[config.mk]
export PLATFORM = sky130hd
export DESIGN_NAME = frc_host
export DESIGN_NICKNAME = d
export VERILOG_FILES = /design/src/core/frc_host.v
export VERILOG_INCLUDE_DIRS = /design/src /design/src/core
export SDC_FILE = /design/constraint.sdc
export NUM_CORES = 1
export LEC_CHECK = 0
export BUFFER_PORTS_ARGS = -buffer_cell sky130_fd_sc_hd__clkbuf_2
export CORE_UTILIZATION = 51
export CTS_BUF_LIST = sky130_fd_sc_hd__clkbuf_2 sky130_fd_sc_hd__clkbuf_4 sky130_fd_sc_hd__clkbuf_8
export CTS_CLUSTER_SIZE = 14
export DETAILED_ROUTE_END_ITERATION = 10
export PLACE_DENSITY = 0.75
export SLEW_MARGIN = 20
export SYNTH_ARGS = -nofsm -noshare
export SYNTH_HDL_FRONTEND = slang
export SYNTH_SLANG_ARGS = --single-unit
[constraint.sdc]
create_clock -name i_clk -period 4.69 [get_ports i_clk]
set_input_delay 0.2345 -clock i_clk [delete_from_list [all_inputs] [get_ports i_clk]]
set_output_delay 0.2345 -clock i_clk [all_outputs]
set_load 0.005 [all_outputs]
[src/core/frc_defs.vh]
// Constants for the flash reset and status sequencing host controller
`ifndef FRC_DEFS_VH
`define FRC_DEFS_VH

`define FRC_CLK_NS 20
// Reset pulse low time and recovery waits, in ns
`define FRC_RESET_PULSE_NS 500
`define FRC_READY_ALGO_NS 20000
`define FRC_READY_IDLE_NS 500
`define FRC_RESET_HIGH_NS 50
`define FRC_BUSY_DELAY_NS 35
`define FRC_UNPROT_SETUP_NS 4000
// Bus strobe phase lengths, in ns
`define FRC_STROBE_NS 100
`define FRC_RECOVER_NS 40
// Cycle counts: least times round up
`define FRC_CYC_UP(ns) (((ns) + `FRC_CLK_NS - 1) / `FRC_CLK_NS)
`define FRC_CNT_W 16
`define FRC_DQ_W 16
`define FRC_ADDR_W 18
`define FRC_TOGGLE_BIT 6
`define FRC_SUSP_TOGGLE_BIT 2
`define FRC_POLL_BIT 7

// Command codes on i_cmd
`define FRC_CMD_RESET 3'h0
`define FRC_CMD_READ 3'h1
`define FRC_CMD_WRITE 3'h2
`define FRC_CMD_WAIT_DONE 3'h3
`define FRC_CMD_UNPROTECT 3'h4
`define FRC_CMD_SUSP_CHECK 3'h5

`endif

[src/core/frc_host.v]
// Host controller sequencing reset, strobes and status polling of a parallel flash
`timescale 1ns/1ps
`include "frc_defs.vh"

module frc_host (
    input wire i_clk,
    input wire i_rst_b,
    input wire i_cmd_valid,
    input wire [2:0] i_cmd,
    input wire i_cmd_last_write,
    input wire i_cmd_use_oe,
    input wire [`FRC_ADDR_W-1:0] i_cmd_addr,
    input wire [`FRC_DQ_W-1:0] i_cmd_data,
    input wire [`FRC_DQ_W-1:0] i_dq_in,
    input wire i_ready_busy_n,
    output reg o_cmd_ready,
    output reg o_done,
    output reg o_result_flag,
    output reg [`FRC_DQ_W-1:0] o_rdata,
    output reg o_ce_n,
    output reg o_oe_n,
    output reg o_we_n,
    output reg o_reset_n,
    output reg o_reset_unprotect,
    output reg [`FRC_ADDR_W-1:0] o_addr,
    output reg [`FRC_DQ_W-1:0] o_dq_out,
    output reg o_dq_oe
);

// ----------------------------------------------------------------
// Timing counts
// ----------------------------------------------------------------
localparam integer RP_CYC_I = `FRC_CYC_UP(`FRC_RESET_PULSE_NS);
localparam integer RDY_ALGO_CYC_I = `FRC_CYC_UP(`FRC_READY_ALGO_NS);
localparam integer RDY_IDLE_CYC_I = `FRC_CYC_UP(`FRC_READY_IDLE_NS);
localparam integer RH_CYC_I = `FRC_CYC_UP(`FRC_RESET_HIGH_NS);
localparam integer BUSY_CYC_I = `FRC_CYC_UP(`FRC_BUSY_DELAY_NS);
localparam integer RSP_CYC_I = `FRC_CYC_UP(`FRC_UNPROT_SETUP_NS);
localparam integer STB_CYC_I = `FRC_CYC_UP(`FRC_STROBE_NS);
localparam integer REC_CYC_I = `FRC_CYC_UP(`FRC_RECOVER_NS);
localparam [`FRC_CNT_W-1:0] RP_CYC = RP_CYC_I[`FRC_CNT_W-1:0];
localparam [`FRC_CNT_W-1:0] RDY_ALGO_CYC = RDY_ALGO_CYC_I[`FRC_CNT_W-1:0];
localparam [`FRC_CNT_W-1:0] RDY_IDLE_CYC = RDY_IDLE_CYC_I[`FRC_CNT_W-1:0];
localparam [`FRC_CNT_W-1:0] RH_CYC = RH_CYC_I[`FRC_CNT_W-1:0];
localparam [`FRC_CNT_W-1:0] BUSY_CYC = BUSY_CYC_I[`FRC_CNT_W-1:0];
localparam [`FRC_CNT_W-1:0] RSP_CYC = RSP_CYC_I[`FRC_CNT_W-1:0];
localparam [`FRC_CNT_W-1:0] STB_CYC = STB_CYC_I[`FRC_CNT_W-1:0];
localparam [`FRC_CNT_W-1:0] REC_CYC = REC_CYC_I[`FRC_CNT_W-1:0];
localparam [`FRC_CNT_W-1:0] ONE = 16'h0001;

// ----------------------------------------------------------------
// States
// ----------------------------------------------------------------
localparam [3:0] ST_IDLE = 4'h0;
localparam [3:0] ST_RST_LOW = 4'h1;
localparam [3:0] ST_RST_WAIT = 4'h2;
localparam [3:0] ST_RST_HIGH = 4'h3;
localparam [3:0] ST_STROBE = 4'h4;
localparam [3:0] ST_RECOVER = 4'h5;
localparam [3:0] ST_BUSY_WAIT = 4'h6;
localparam [3:0] ST_POLL = 4'h7;
localparam [3:0] ST_UNPROT = 4'h8;
localparam [3:0] ST_FINISH = 4'h9;

reg [3:0] state_reg;
reg [3:0] state_next;
reg [`FRC_CNT_W-1:0] cnt_reg;
reg [`FRC_CNT_W-1:0] cnt_next;
reg [2:0] op_reg;
reg op_last_reg;
reg op_use_oe_reg;
reg busy_seen_reg;
reg have_prev_reg;
reg have_data_reg;
reg [`FRC_DQ_W-1:0] prev_reg;
reg [`FRC_DQ_W-1:0] data_reg;
reg [`FRC_DQ_W-1:0] sample;
reg bit_moved;

function toggled;
    input [`FRC_DQ_W-1:0] a;
    input [`FRC_DQ_W-1:0] b;
    input integer pos;
    begin
        toggled = a[pos] ^ b[pos];
    end
endfunction

always @* begin
    state_next = state_reg;
    cnt_next = (cnt_reg != {`FRC_CNT_W{1'b0}}) ? cnt_reg - ONE : cnt_reg;
    sample = i_dq_in;
    bit_moved = 1'b0;
    case (state_reg)
        ST_IDLE: begin
            if (i_cmd_valid && o_cmd_ready) begin
                case (i_cmd)
                    `FRC_CMD_RESET: begin
                        state_next = ST_RST_LOW;
                        cnt_next = RP_CYC;
                    end
                    `FRC_CMD_UNPROTECT: begin
                        state_next = ST_UNPROT;
                        cnt_next = RSP_CYC;
                    end
                    `FRC_CMD_READ, `FRC_CMD_WRITE, `FRC_CMD_WAIT_DONE,
                    `FRC_CMD_SUSP_CHECK: begin
                        state_next = ST_STROBE;
                        cnt_next = STB_CYC;
                    end
                    default: state_next = ST_FINISH;
                endcase
            end
        end
        ST_RST_LOW: begin
            if (cnt_reg == ONE) begin
                state_next = ST_RST_WAIT;
                // Busy at assertion means an algorithm was aborted: longer wait
                cnt_next = busy_seen_reg ? RDY_ALGO_CYC : RDY_IDLE_CYC;
            end
        end
        ST_RST_WAIT: begin
            if (cnt_reg == ONE) begin
                state_next = ST_RST_HIGH;
                cnt_next = RH_CYC;
            end
        end
        ST_RST_HIGH, ST_UNPROT: begin
            if (cnt_reg == ONE) begin
                state_next = ST_FINISH;
            end
        end
        ST_STROBE: begin
            if (cnt_reg == ONE) begin
                state_next = ST_RECOVER;
                cnt_next = REC_CYC;
            end
        end
        ST_RECOVER: begin
            if (cnt_reg == ONE) begin
                if (op_reg == `FRC_CMD_WRITE && op_last_reg) begin
                    state_next = ST_BUSY_WAIT;
                    cnt_next = BUSY_CYC;
                end else if (op_reg == `FRC_CMD_WAIT_DONE) begin
                    state_next = ST_POLL;
                end else if (op_reg == `FRC_CMD_SUSP_CHECK && !have_prev_reg) begin
                    state_next = ST_STROBE;
                    cnt_next = STB_CYC;
                end else begin
                    state_next = ST_FINISH;
                end
            end
        end
        ST_BUSY_WAIT: begin
            if (cnt_reg == ONE) begin
                state_next = ST_FINISH;
            end
        end
        ST_POLL: begin
            // Two successive status reads; stop when the toggle bit holds still and i_ready_busy_n is high
            bit_moved = toggled(prev_reg, data_reg, `FRC_TOGGLE_BIT);
            if (have_prev_reg && !bit_moved && i_ready_busy_n) begin
                state_next = ST_FINISH;
            end else begin
                state_next = ST_STROBE;
                cnt_next = STB_CYC;
            end
        end
        ST_FINISH: state_next = ST_IDLE;
        default: state_next = ST_IDLE;
    endcase
end

always @(posedge i_clk or negedge i_rst_b) begin
    if (!i_rst_b) begin
        state_reg <= ST_IDLE;
        cnt_reg <= {`FRC_CNT_W{1'b0}};
        op_reg <= `FRC_CMD_RESET;
        op_last_reg <= 1'b0;
        op_use_oe_reg <= 1'b0;
        busy_seen_reg <= 1'b0;
        have_prev_reg <= 1'b0;
        have_data_reg <= 1'b0;
        prev_reg <= {`FRC_DQ_W{1'b0}};
        data_reg <= {`FRC_DQ_W{1'b0}};
        o_cmd_ready <= 1'b0;
        o_done <= 1'b0;
        o_result_flag <= 1'b0;
        o_rdata <= {`FRC_DQ_W{1'b0}};
        o_ce_n <= 1'b1;
        o_oe_n <= 1'b1;
        o_we_n <= 1'b1;
        o_reset_n <= 1'b1;
        o_reset_unprotect <= 1'b0;
        o_addr <= {`FRC_ADDR_W{1'b0}};
        o_dq_out <= {`FRC_DQ_W{1'b0}};
        o_dq_oe <= 1'b0;
    end else begin
        state_reg <= state_next;
        cnt_reg <= cnt_next;
        o_done <= (state_next == ST_FINISH);
        o_cmd_ready <= (state_next == ST_IDLE);
        if (state_reg == ST_IDLE && i_cmd_valid && o_cmd_ready) begin
            op_reg <= i_cmd;
            op_last_reg <= i_cmd_last_write;
            op_use_oe_reg <= i_cmd_use_oe;
            have_prev_reg <= 1'b0;
            have_data_reg <= 1'b0;
            busy_seen_reg <= ~i_ready_busy_n;
            o_result_flag <= 1'b0;
            // Toggle polling works at any address; callers give a valid one anyway
            o_addr <= i_cmd_addr;
            o_dq_out <= i_cmd_data;
        end
        // Reset pin
        o_reset_n <= ~(state_next == ST_RST_LOW);
        o_reset_unprotect <= (state_next == ST_UNPROT) ||
                             (o_reset_unprotect && state_next != ST_RST_LOW);
        // Strobes: CE stays low for OE-paced polling, else CE pulses each read
        o_we_n <= ~(state_next == ST_STROBE && op_reg == `FRC_CMD_WRITE);
        o_oe_n <= ~(state_next == ST_STROBE && op_reg != `FRC_CMD_WRITE);
        o_ce_n <= ~(state_next == ST_STROBE ||
                    (op_use_oe_reg && op_reg != `FRC_CMD_WRITE &&
                     (state_next == ST_RECOVER || state_next == ST_POLL)));
        // Data held through recovery: the flash latches it as the strobe rises
        o_dq_oe <= ((state_next == ST_STROBE || state_next == ST_RECOVER) &&
                    op_reg == `FRC_CMD_WRITE);
        // Capture read data at the end of the strobe phase
        if (state_reg == ST_STROBE && cnt_reg == ONE && op_reg != `FRC_CMD_WRITE) begin
            data_reg <= sample;
            prev_reg <= data_reg;
            have_data_reg <= 1'b1;
            // A pair exists only from the second read of the same command
            have_prev_reg <= have_data_reg && (op_reg != `FRC_CMD_READ);
            o_rdata <= sample;
        end
        if (state_reg == ST_RECOVER && cnt_reg == ONE && op_reg == `FRC_CMD_SUSP_CHECK &&
            have_prev_reg) begin
            o_result_flag <= toggled(prev_reg, data_reg, `FRC_SUSP_TOGGLE_BIT);
        end
        if (state_reg == ST_POLL && state_next == ST_FINISH) begin
            // Poll bit equals stored data once complete
            o_result_flag <= data_reg[`FRC_POLL_BIT] ^ o_dq_out[`FRC_POLL_BIT];
        end
    end
end

endmodule

==> After elaboration in Yosys (flattened, before gate mapping) <==
Cells that the tools add are included.
{ "word_totals": {"wordCells": 120, "out_inout_bits": 59, "in_bits": 59, "register_bits": 94} }
{ "op_classes": {"add_sub_neg": 1, "n_reduce_logical": 34, "n_eq_ne": 26, "n_bitwise": 8, "mux": 30} }
{ "ops": {"columns": ["op", "n"], "rows": [
  ["two-way mux 16 bit", 10],
  ["case mux 16 bit (6 select lines)", 1],
  ["case mux 16 bit (3 select lines)", 1],
  ["two-way mux 4 bit", 10],
  ["equality test 4 x 3 -> 1 bit (second input constant)", 7],
  ["case mux 4 bit (7 select lines)", 1],
  ["logical AND 1 bit", 20],
  ["equality test 16 x 1 -> 1 bit (second input constant)", 1],
  ["nonzero test 16 bit", 1],
  ["subtractor 16 x 1 -> 16 bit (second input constant)", 1],
  ["equality test 3 x 2 -> 1 bit (second input constant)", 4],
  ["equality test 4 bit (second input constant)", 3],
  ["case mux 4 bit (3 select lines)", 1],
  ["two-way mux 10 bit", 1],
  ["equality test 3 bit (second input constant)", 3],
  ["equality test 4 x 1 -> 1 bit (second input constant)", 2],
  ["equality test 4 x 2 -> 1 bit (second input constant)", 2],
  ["logical NOT 4 bit", 2],
  ["two-way mux 1 bit", 5],
  ["NOT 1 bit", 5],
  ["logical OR 1 bit", 4],
  ["!= test 4 x 1 -> 1 bit (second input constant)", 1],
  ["OR reduction 4 bit", 1],
  ["equality test 3 x 1 -> 1 bit (second input constant)", 1],
  ["other kinds (8)", 11]
]} }

==> Logic depth before layout (Yosys ltp) <==
Gate-level depths: netlist of run 1.
{ "logic_depth": {"word_depth": 12, "ltp_mapped": 10, "ltp_nobuf": 8} }

==> Worst setup path before layout of run 1 <==
OpenSTA, ideal clock, no wires.
{ "synth_timing": {"path_type": "reg-to-reg", "startpoint": "reg cnt_reg[13]", "endpoint": "reg data_reg[1]", "path_slack_ns": 2.583, "path_stages_with_launch": 6, "setup_ns": 0.125, "path_buffers": 1, "period_less_slack_ns": 2.107, "t_required_ns": 4.565, "t_arrival_ns": 1.982, "cell_sequence": "dfrtp_1 > nor4_4 > nand4_1 > nor3_2 > buf_2 > mux2_2"} }
{ "synth_via": {"elab_chain_cells": 3} }
{ "synth_rtl": {"columns": ["element", "line_no", "source"], "rows": [
  ["from (decl)", "frc_host.v:67", "reg [`FRC_CNT_W-1:0] cnt_reg;"],
  ["from (signal assigned)", "frc_host.v:177", "cnt_reg <= {`FRC_CNT_W{1'b0}};"],
  ["from (signal assigned)", "frc_host.v:200", "cnt_reg <= cnt_next;"],
  ["equality test 16 x 1 -> 1 bit", "frc_host.v:229", "if (state_reg == ST_STROBE && cnt_reg == ONE && op_reg != `FRC_CMD_WRITE) begin"],
  ["logical AND 1 bit", "frc_host.v:229", null],
  ["logical AND 1 bit (no source line)", null, null],
  ["to (signal assigned)", "frc_host.v:185", "data_reg <= {`FRC_DQ_W{1'b0}};"],
  ["to (signal assigned)", "frc_host.v:230", "data_reg <= sample;"],
  ["to (decl)", "frc_host.v:76", "reg [`FRC_DQ_W-1:0] data_reg;"]
]} }
No other way between the ends.
A chain may end at the register's enable or synchronous reset.

==> Worst setup path after layout of run 1 <==
{ "layout_timing": {"startpoint": "reg state_reg[2]", "endpoint": "reg o_cmd_ready"} }
{ "layout_via": {"elab_chain_cells": 4, "elab_cells_between_ends": 18, "cone_classes": "8 x eq/ne; 7 x mux; 3 x reduce/logical"} }
{ "layout_rtl": {"columns": ["element", "line_no", "source"], "rows": [
  ["from (decl)", "frc_host.v:65", "reg [3:0] state_reg;"],
  ["from (signal assigned)", "frc_host.v:199", "state_reg <= state_next;"],
  ["equality test 4 x 3 -> 1 bit (tied with other cells)", "frc_host.v:94", "case (state_reg)"],
  ["OR reduction 3 bit (no source line)", null, null],
  ["case mux 4 bit (7 select lines) (*)", "frc_host.v:94", null],
  ["via state_next[3]", "frc_host.v:66", "reg [3:0] state_next;"],
  ["logical NOT 4 bit (*)", "frc_host.v:202", "o_cmd_ready <= (state_next == ST_IDLE);"],
  ["to (signal assigned)", "frc_host.v:202", null],
  ["to (decl)", "frc_host.v:16", "output reg o_cmd_ready,"]
]} }
The timed path passes the listed nets; every way through them passes the cells marked *.

==> flow_summary.json, run 1 <==
{
  "grt_pass1_vias": 3391,
  "grt_overflow": 0,
  "worst_slew_pin_slew_ns": 0.8623,
  "die_area_um2": 8758,
  "cts_setup_buffers": 0,
  "regMostFlops": "o_addr",
  "period_needed_ns": 2.753,
  "yosys.area.top_type": "dfrtp_1",
  "cp.depth": 6,
  "ir_drop_uv": 142.9,
  "wl_per_cell_um": 14.53,
  "drc": 0,
  "startpoint_type": "register",
  "syn_nets": 508,
  "dp_slack_ns": 1.987,
  "r2r-end": "o_cmd_ready$_DFF_PN0_",
  "clock_latency_ns": 0.36,
  "antenna_cells": 0,
  "mostFrequentLayoutCells": "nand2_1 (136), clkbuf_2 (116), dfrtp_1 (85), nor2_1 (27), a21oi_1 (20)",
  "synth_seq_cells": 89,
  "reg2reg_slack_ns": 1.94,
  "dr.pass1.iters": 6,
  "drive_gt1_share_pct": 29.13,
  "worst-path-buf-inv": 0,
  "crit_family": "simple AND/OR/NAND/NOR gates",
  "gp_congestion": 0.9217,
  "p_total_mw": 1.298,
  "clockBufferDepth": 2,
  "final_max_slew_viol_count": 0,
  "cts_buffers": 9,
  "ios": 118,
  "crit_arrival_ns": 3.00,
  "yosysTopAreaCellShare_pct": 49.72,
  "avgSynthCellArea_um2": 9.570,
  "largest_reg_flops": 18,
  "cp-end-kind": "register",
  "chipHeight_um": 93.59,
  "rsz0062_at_grt": "no",
  "grtUsageTotal_pct": 23.58,
  "crit_fanout": 48,
  "synth_area_um2": 4278,
  "yosysWarnings": 0,
  "relSlewSlack_pct": 42.51,
  "leakage_nw": 2.631,
  "finalSetupViolCount": 0,
  "p_per_area_nw_per_um2": 253.8,
  "clock-sinks": 89,
  "dpl_cell_area_um2": 4928,
  "max_freq_ghz": 0.3632,
  "synth.distinct_cells": 61,
  "grt_pass1_wl_mm": 15.95,
  "final_nets": 619,
  "ant_nets": 0,
  "antenna_found_initial": 0,
  "cts-root-buf": "clkbuf_8",
  "h-tree-depth": 3,
  "fin_crit_sh_pct": 58.70,
  "drt-total-wl_mm": 9.707,
  "cts_tree": "built",
  "cp_slowest_cell": "dfrtp_1",
  "core_area_um2": 8175,
  "start_util_pct": 52.33,
  "hp-class": "input pin to register",
  "dr_total_vias": 3634,
  "yosysSeqAreaShare_pct": 52.18,
  "placement_rows": 33,
  "drtIter0Drc": 264,
  "cap_violations": 0,
  "crit_type": "register to register",
  "portBuffers": 117,
  "r2r_start": "state_reg[2]$_DFF_PN0_",
  "final_common_cell": "nand2_1",
  "stdcell_area_um2": 5116,
  "cts_hold_buffers": 1,
  "cts-resized-gates": 0,
  "dpl.hpwl_mm": 6.827,
  "synth-edff-count": 0,
  "worstPathRequired_ns": 4.94,
  "synth_area_leaders": "dfrtp_1 (50%), nand2_1 (12%), mux2_2 (2.6%), dfstp_2 (2.5%), nor2_1 (2.5%)",
  "finalSetupTns_ns": 0,
  "reg2regPathDepth": 6,
  "clk_pin_slew_worst_paths_ns": 0.10,
  "worst_slack_ns": 1.937,
  "die_w_um": 93.59,
  "critPathMaxStageDelay_ns": 0.66,
  "via_per_inst": 5.440,
  "postSynthCellCount": 447,
  "final.setup_skew_ns": 0.01238,
  "whs_ns": 0.05671,
  "area_growth_pct": 19.60,
  "hold_violations": 0,
  "async_flop_share_pct": 100.0,
  "ys.flop_type": "dfrtp_1",
  "grt_start_max_net_pins": 68,
  "crit_start": "state_reg[2]$_DFF_PN0_",
  "worstPathCellList": "or4_1, or2_2, nor2_1, a311o_1, nor2_2, and2_1",
  "status": "finished clean",
  "cp-endpoint": "o_cmd_ready$_DFF_PN0_"
}
==> worst min path at each step <==
stage	cells after the start	startpoint	endpoint	slack, ns
floorplan	0	i_rst_b	busy_seen_reg$_DFFE_PN0P_	-0.06
global placement	1	i_rst_b	cnt_reg[15]$_DFF_PN0_	0.14
detailed placement	1	i_rst_b	cnt_reg[15]$_DFF_PN0_	0.15
CTS	3	i_cmd_data[10]	o_dq_out[10]$_DFFE_PN0P_	0.03
global route	3	i_cmd_data[10]	o_dq_out[10]$_DFFE_PN0P_	0.04
finish	3	i_cmd_data[10]	o_dq_out[10]$_DFFE_PN0P_	0.06
==> synthesized netlist by cell type, types with 4 or more instances <==
| master | n |
|---|---|
| nand2_1 | 136 |
| a22oi_1 | 4 |
| a21oi_1 | 20 |
| nor3b_1 | 5 |
| nand2b_1 | 6 |
| mux2_2 | 10 |
| xor2_1 | 5 |
| dfrtp_1 | 85 |
| o21ai_1 | 6 |
| mux2_1 | 8 |
| dfstp_2 | 4 |
| nor2_1 | 28 |
| nor4_1 | 5 |
| nand3_1 | 6 |
| o21ai_0 | 8 |
| clkbuf_1 | 15 |
| nor3_1 | 6 |
| inv_1 | 5 |
| xnor2_1 | 11 |
==> per-stage QoR <==
stage,cells,utilization (%)
final,668,62.58
after CTS,668,62.58
after floorplan,447,-
after detailed placement,651,60.28
after global placement,651,60.28
after global routing,668,62.58
==> layer usage <==
metal  GRT usage, %  wire [µm]
met5              0          0
met4          8.462        161
met2          34.87       4527
met3          8.130        813
met1          32.19       4205
==> layout make-up <==
class	count	area (µm²)
fill	717	3059
sequential	89	2232
multi-input combinational	332	1936
timing repair buffer	121	620.6
tap	105	131.4
clock buffer	9	123.9
clock inverter	7	53.80
inverter	5	18.77
==> cells by family (layout without fill, tap and decap cells) <==
logic type	count (synthesis)	after routing	share of synthesized area (%)
flops	89	89	52.18
xor+xnor	16	16	3.276
mux	20	20	5.206
fa+ha+maj	3	3	0.8189
buf+inv	26	142	2.632
simple gates	229	229	26.00
compound gates	64	64	9.886
==> where the power goes <==
group	switching (mW)	total, mW	internal (mW)
clock	0.289	0.487	0.198
sequential	0	0.767	0.767
combinational	0.0250	0.0445	0.0195
total	0.314	1.30	0.984
==> tightest hold or removal path, cell delays in order <==
cell and delay, ns:
clkbuf_2 0.07, nand2_1 0.04, nand2_1 0.04
Note: power is estimated with default switching activity, not from simulation.
==> inputs of run 2 (changes only) <==
CORE_UTILIZATION = 49   (was 51)
clock period = 2.4 ns   (was 4.69 ns; I/O delays follow)
==> run 2 against run 1 <==
Against the previous run: non-clock buffer count grew 62; sequential power increased by 96%; total power up 110%; maximum frequency rose by 23%; worst hold slack lost 0.051 ns; final area grew 13%; first-iteration DRC count up 19%; combinational power rose to 3.6 times the previous value; critical path type unchanged; largest power group unchanged; highest routed layer unchanged.
==> flow_summary.json, run 2 (same netlist as run 1, synthesis figures left out) <==
{
  "via_per_inst": 5.462,
  "cts-root-buf": "clkbuf_8",
  "clock_latency_ns": 0.36,
  "die_area_um2": 9108,
  "multi_input_area_um2": 1946,
  "gp_congestion": 0.8782,
  "fin_util_pct": 69.13,
  "grt_start_max_net_pins": 47,
  "hp-class": "input pin to register",
  "hold_violations": 0,
  "drc": 0,
  "finalSetupTns_ns": 0,
  "dr_total_vias": 3987,
  "antenna_cells": 0,
  "crit_fanout": 10,
  "cp_slowest_cell": "dfrtp_1",
  "cts_buffers": 9,
  "grtUsageTotal_pct": 27.37,
  "worst_slew_pin_slew_ns": 0.6080,
  "largest_reg_flops": 18,
  "grt_pass1_vias": 3978,
  "worstPathCellList": "inv_1, ha_1, nor3b_2, and4_4, maj3_1, a211oi_2, nor2_1, and2_1",
  "mostFrequentLayoutCells": "nand2_1 (136), clkbuf_2 (116), dfrtp_1 (85), dlygate4sd3_1 (52), nor2_1 (27)",
  "die_w_um": 95.44,
  "leakage_nw": 2.920,
  "placement_rows": 33,
  "dpl.hpwl_mm": 7.051,
  "area_growth_pct": 34.78,
  "core_area_um2": 8341,
  "p_per_area_nw_per_um2": 468.9,
  "portBuffers": 117,
  "worstPathRequired_ns": 2.65,
  "chipHeight_um": 95.44,
  "regMostFlops": "o_addr",
  "fin_crit_sh_pct": 93.62,
  "grt_overflow": 0,
  "start_util_pct": 51.29,
  "drtIter0Drc": 313,
  "critPathMaxStageDelay_ns": 0.41,
  "drt-total-wl_mm": 11.34,
  "dp_slack_ns": 0.03689,
  "ir_drop_uv": 357.1,
  "final_common_cell": "nand2_1",
  "regArea_um2": 2232,
  "final.setup_skew_ns": 0.01002,
  "ant_nets": 0,
  "cap_violations": 0,
  "crit_type": "register to register",
  "finalSetupViolCount": 0,
  "startpoint_type": "register",
  "dr.pass1.iters": 6,
  "final_max_slew_viol_count": 0,
  "cts_tree": "built",
  "relSlewSlack_pct": 59.46,
  "clk_pin_slew_worst_paths_ns": 0.09,
  "crit_arrival_ns": 2.50,
  "ios": 118,
  "drive_gt1_share_pct": 28.48,
  "clock-sinks": 89,
  "h-tree-depth": 3,
  "fillCellCount": 615,
  "status": "finished clean",
  "max_freq_ghz": 0.4450,
  "grt_pass1_wl_mm": 18.98,
  "clockBufferDepth": 2,
  "rsz0062_at_grt": "no",
  "cp-end-kind": "register",
  "period_needed_ns": 2.247,
  "antenna_found_initial": 0,
  "final_nets": 681,
  "wl_per_cell_um": 15.53,
  "worst_slack_ns": 0.1530
}
## run 2: cell count changes in the layout (fill, tap and decap cells not counted), sizes merged
| cell | before | now |
|---|---|---|
| clkinvlp | 2 | 1 |
| inv | 8 | 6 |
| bufinv | 0 | 1 |
| dlygate4sd3 | 1 | 52 |
| clkbuf | 125 | 126 |
| buf | 4 | 15 |
| clkinv | 2 | 3 |
## run 2: worst max-delay path, delay by kind of cell, from the launching register on
kind | cells | cell delay, ns
compound gates | 1 | 0.37
fa+ha+maj | 2 | 0.56
buf+inv | 1 | 0.09
flops | 1 | 0.41
simple gates | 4 | 0.72
## run 2: through the flow
stage / hold WS [ns] / instance area (µm²) / total power [mW] / instances
after CTS: 0.001816 / 5742 / 2.718 / 728
final: 0.005919 / 5766 / 2.704 / 730
after floorplan: -0.1756 / 4278 / 1.534 / 447
after detailed placement: 0.1721 / 5021 / 1.618 / 660
after global routing: 0.001478 / 5766 / 2.792 / 730
after global placement: 0.1617 / 5021 / 1.616 / 660
## run 2: area by class of cell
class | instances | share of cell area [%]
inverter | 5 | 0.3255
sequential | 89 | 38.72
multi-input combinational | 332 | 33.75
clock buffer | 10 | 2.279
clock inverter | 6 | 1.172
timing repair buffer | 183 | 21.48
tap | 105 | 2.279
## run 2: final timing paths
kind	startpoint	end	slack, ns	cells after the start
min in group asynchronous	i_rst_b	cnt_reg[10]$_DFF_PN0_	0.31	2
max	cnt_reg[1]$_DFF_PN0_	o_done$_DFF_PN0_	0.15	8
min	i_dq_in[12]	data_reg[12]$_DFFE_PN0P_	0.006	2
min reg2reg	o_addr[0]$_DFFE_PN0P_	o_addr[0]$_DFFE_PN0P_	0.48	2
max reg2reg	cnt_reg[1]$_DFF_PN0_	o_done$_DFF_PN0_	0.15	8
max in group asynchronous	i_rst_b	op_last_reg$_DFFE_PN0P_	1.44	3
## run 2: layer usage
| layer | GRT usage (%) | up-vias | wire (µm) |
|---|---|---|---|
| li1 | - | 1879 | - |
| met1 | 35.74 | 1920 | 4725 |
| met2 | 44.40 | 162 | 5589 |
| met3 | 5.981 | 26 | 738 |
| met4 | 10.95 | 0 | 285 |
| met5 | 0 | - | 0 |
## run 2: timing repair
item | 4_1_cts | 5_1_grt
pin swaps | 0 | 1
buffers inserted | 0 | 2
resized for setup | 1 | 3
endpoints found under the setup margin | 4 | 6
cloned | 0 | 0
hold buffers | 52 | 0
hold endpoints to repair | 92 | 0
## run 2: where the power goes
group | internal, mW | switching [mW]
logic | 0.0944 | 0.0662
clock network | 0.499 | 0.546
registers | 1.50 | 0
==> inputs of run 3 (changes only) <==
CORE_MARGIN = 2   (was default)
REMOVE_ABC_BUFFERS = 1   (was default)
==> run 3 against run 2 <==
Against the previous run: register-to-register slack lost 0.02 ns; via count fell by 0.88%; cell count grew 0.82%; worst hold slack better by 0.027 ns; critical path depth grew 1; flip-flop and latch count is the same; largest power group unchanged; total power decreased by 3.0%; final area grew 0.43%; global-route usage is 2.7 points lower; wire length shrank 1.1%.
==> flow_summary.json, run 3 (same netlist as run 1, synthesis figures left out) <==
{
  "whs_ns": 0.03247,
  "cts_tree": "built",
  "cap_violations": 0,
  "p_per_area_nw_per_um2": 452.7,
  "dp.cells": 666,
  "max_freq_ghz": 0.4416,
  "worstPathRequired_ns": 2.64,
  "placement_rows": 34,
  "period_needed_ns": 2.264,
  "antenna_cells": 0,
  "dr_total_vias": 3952,
  "drive_gt1_share_pct": 28.34,
  "crit_arrival_ns": 2.50,
  "die_area_um2": 9494,
  "rsz0062_at_grt": "no",
  "startpoint_type": "register",
  "hold_start": "i_cmd[0]",
  "grtUsageTotal_pct": 24.70,
  "hold_violations": 0,
  "hp-class": "input pin to register",
  "chipHeight_um": 97.44,
  "clock_latency_ns": 0.37,
  "grt_pass1_wl_mm": 18.98,
  "cp-end-kind": "register",
  "ant_nets": 0,
  "die_w_um": 97.44,
  "fin_util_pct": 67.38,
  "cts_setup_buffers": 0,
  "fin_crit_sh_pct": 94.35,
  "core_area_um2": 8593,
  "final_nets": 684,
  "clockBufferDepth": 2,
  "final_common_cell": "nand2_1",
  "via_per_inst": 5.370,
  "worst_slew_pin_slew_ns": 0.5887,
  "crit_start": "cnt_reg[1]$_DFF_PN0_",
  "antenna_found_initial": 0,
  "cp-endpoint": "o_reset_unprotect$_DFF_PN0_",
  "dpl.hpwl_mm": 7.023,
  "ir_drop_uv": 313.5,
  "crit_fanout": 8,
  "dp_slack_ns": 0.08059,
  "cts-root-buf": "clkbuf_8",
  "grt_pass1_vias": 4011,
  "drtIter0Drc": 167,
  "final_max_slew_viol_count": 0,
  "r2r_start": "cnt_reg[1]$_DFF_PN0_",
  "p_total_mw": 2.621,
  "crit_type": "register to register",
  "drc": 0,
  "portBuffers": 117,
  "drt-total-wl_mm": 11.22,
  "mostFrequentLayoutCells": "nand2_1 (136), clkbuf_2 (116), dfrtp_1 (85), dlygate4sd3_1 (54), nor2_1 (27)",
  "status": "finished clean",
  "finalSetupViolCount": 0,
  "area_growth_pct": 35.36,
  "cts_buffers": 9,
  "ios": 118,
  "leakage_nw": 2.917,
  "wl_per_cell_um": 15.24,
  "clock-sinks": 89,
  "r2r-end": "o_reset_unprotect$_DFF_PN0_",
  "dr.pass1.iters": 4,
  "start_util_pct": 49.78,
  "largest_reg_flops": 18,
  "relSlewSlack_pct": 60.75,
  "reg2reg_slack_ns": 0.14,
  "fin_cells": 736,
  "fillCellCount": 667,
  "grt_overflow": 0,
  "grt_start_max_net_pins": 47,
  "regMostFlops": "o_addr",
  "reg2regPathDepth": 9,
  "final.setup_skew_ns": 0.01486,
  "gp_congestion": 1.026,
  "h-tree-depth": 3,
  "clk_pin_slew_worst_paths_ns": 0.09,
  "worst_slack_ns": 0.1357
}
## run 3: cell types whose count changed in the layout (fill, tap and decap cells not counted), sizes merged
cell	change
buf	+1
bufinv	-1
inv	+1
clkinvlp	+3
dlygate4sd3	+2
clkinv	-3
## run 3: area by class of cell
cell class / count / area, µm² / area share (%)
clock inverter: 6 / 50.05 / 0.8643
timing repair buffer: 186 / 1279 / 22.08
inverter: 5 / 18.77 / 0.3241
clock buffer: 10 / 131.4 / 2.269
sequential: 89 / 2232 / 38.55
tap: 108 / 135.1 / 2.334
multi-input combinational: 332 / 1944 / 33.58
## run 3: worst min-delay path by stage
stage,end,cells past startpoint
4_1_cts,op_reg[0]$_DFFE_PN0P_,3
5_1_grt,op_reg[0]$_DFFE_PN0P_,3
6_report,op_reg[0]$_DFFE_PN0P_,3
3_3_place_gp,o_addr[11]$_DFFE_PN0P_,1
2_1_floorplan,busy_seen_reg$_DFFE_PN0P_,0
3_5_place_dp,o_dq_oe$_DFF_PN0_,1
## run 3: where the power goes
group          leakage (nW)  internal, mW  switching (mW)
clock network        0.0805         0.398           0.563
logic                  1.69        0.0965          0.0655
registers              1.15          1.50               0
## run 3: worst max-delay path, stage by stage, from the launching register on
cell	delay (ns)
dfrtp_1	0.41
inv_1	0.09
ha_1	0.14
nor3b_1	0.30
nand4_1	0.29
buf_4	0.26
nand3_1	0.08
nand4_1	0.26
nor2_2	0.23
a21oi_1	0.09
## run 3: stage by stage
| step | cell area [µm²] | TNS, ns |
|---|---|---|
| after detailed placement | 5060 | 0 |
| after global placement | 5060 | 0 |
| after global routing | 5791 | 0 |
| after CTS | 5782 | 0 |
| final | 5791 | 0 |
| after floorplan | 4184 | -21.11 |
## run 3: timing repair
action,in CTS,in global routing
hold buffers,54,0
hold endpoints to repair,92,0
endpoints found under the setup margin,0,8
resized for setup,0,3
## run 3: routing by layer
layer / vias up / global-route usage [%] / routed length [µm]
met4: 0 / 11.54 / 323
li1: 1885 / - / -
met1: 1909 / 30.84 / 4590
met5: - / 0 / 0
met3: 29 / 4.748 / 595
met2: 129 / 41.49 / 5708
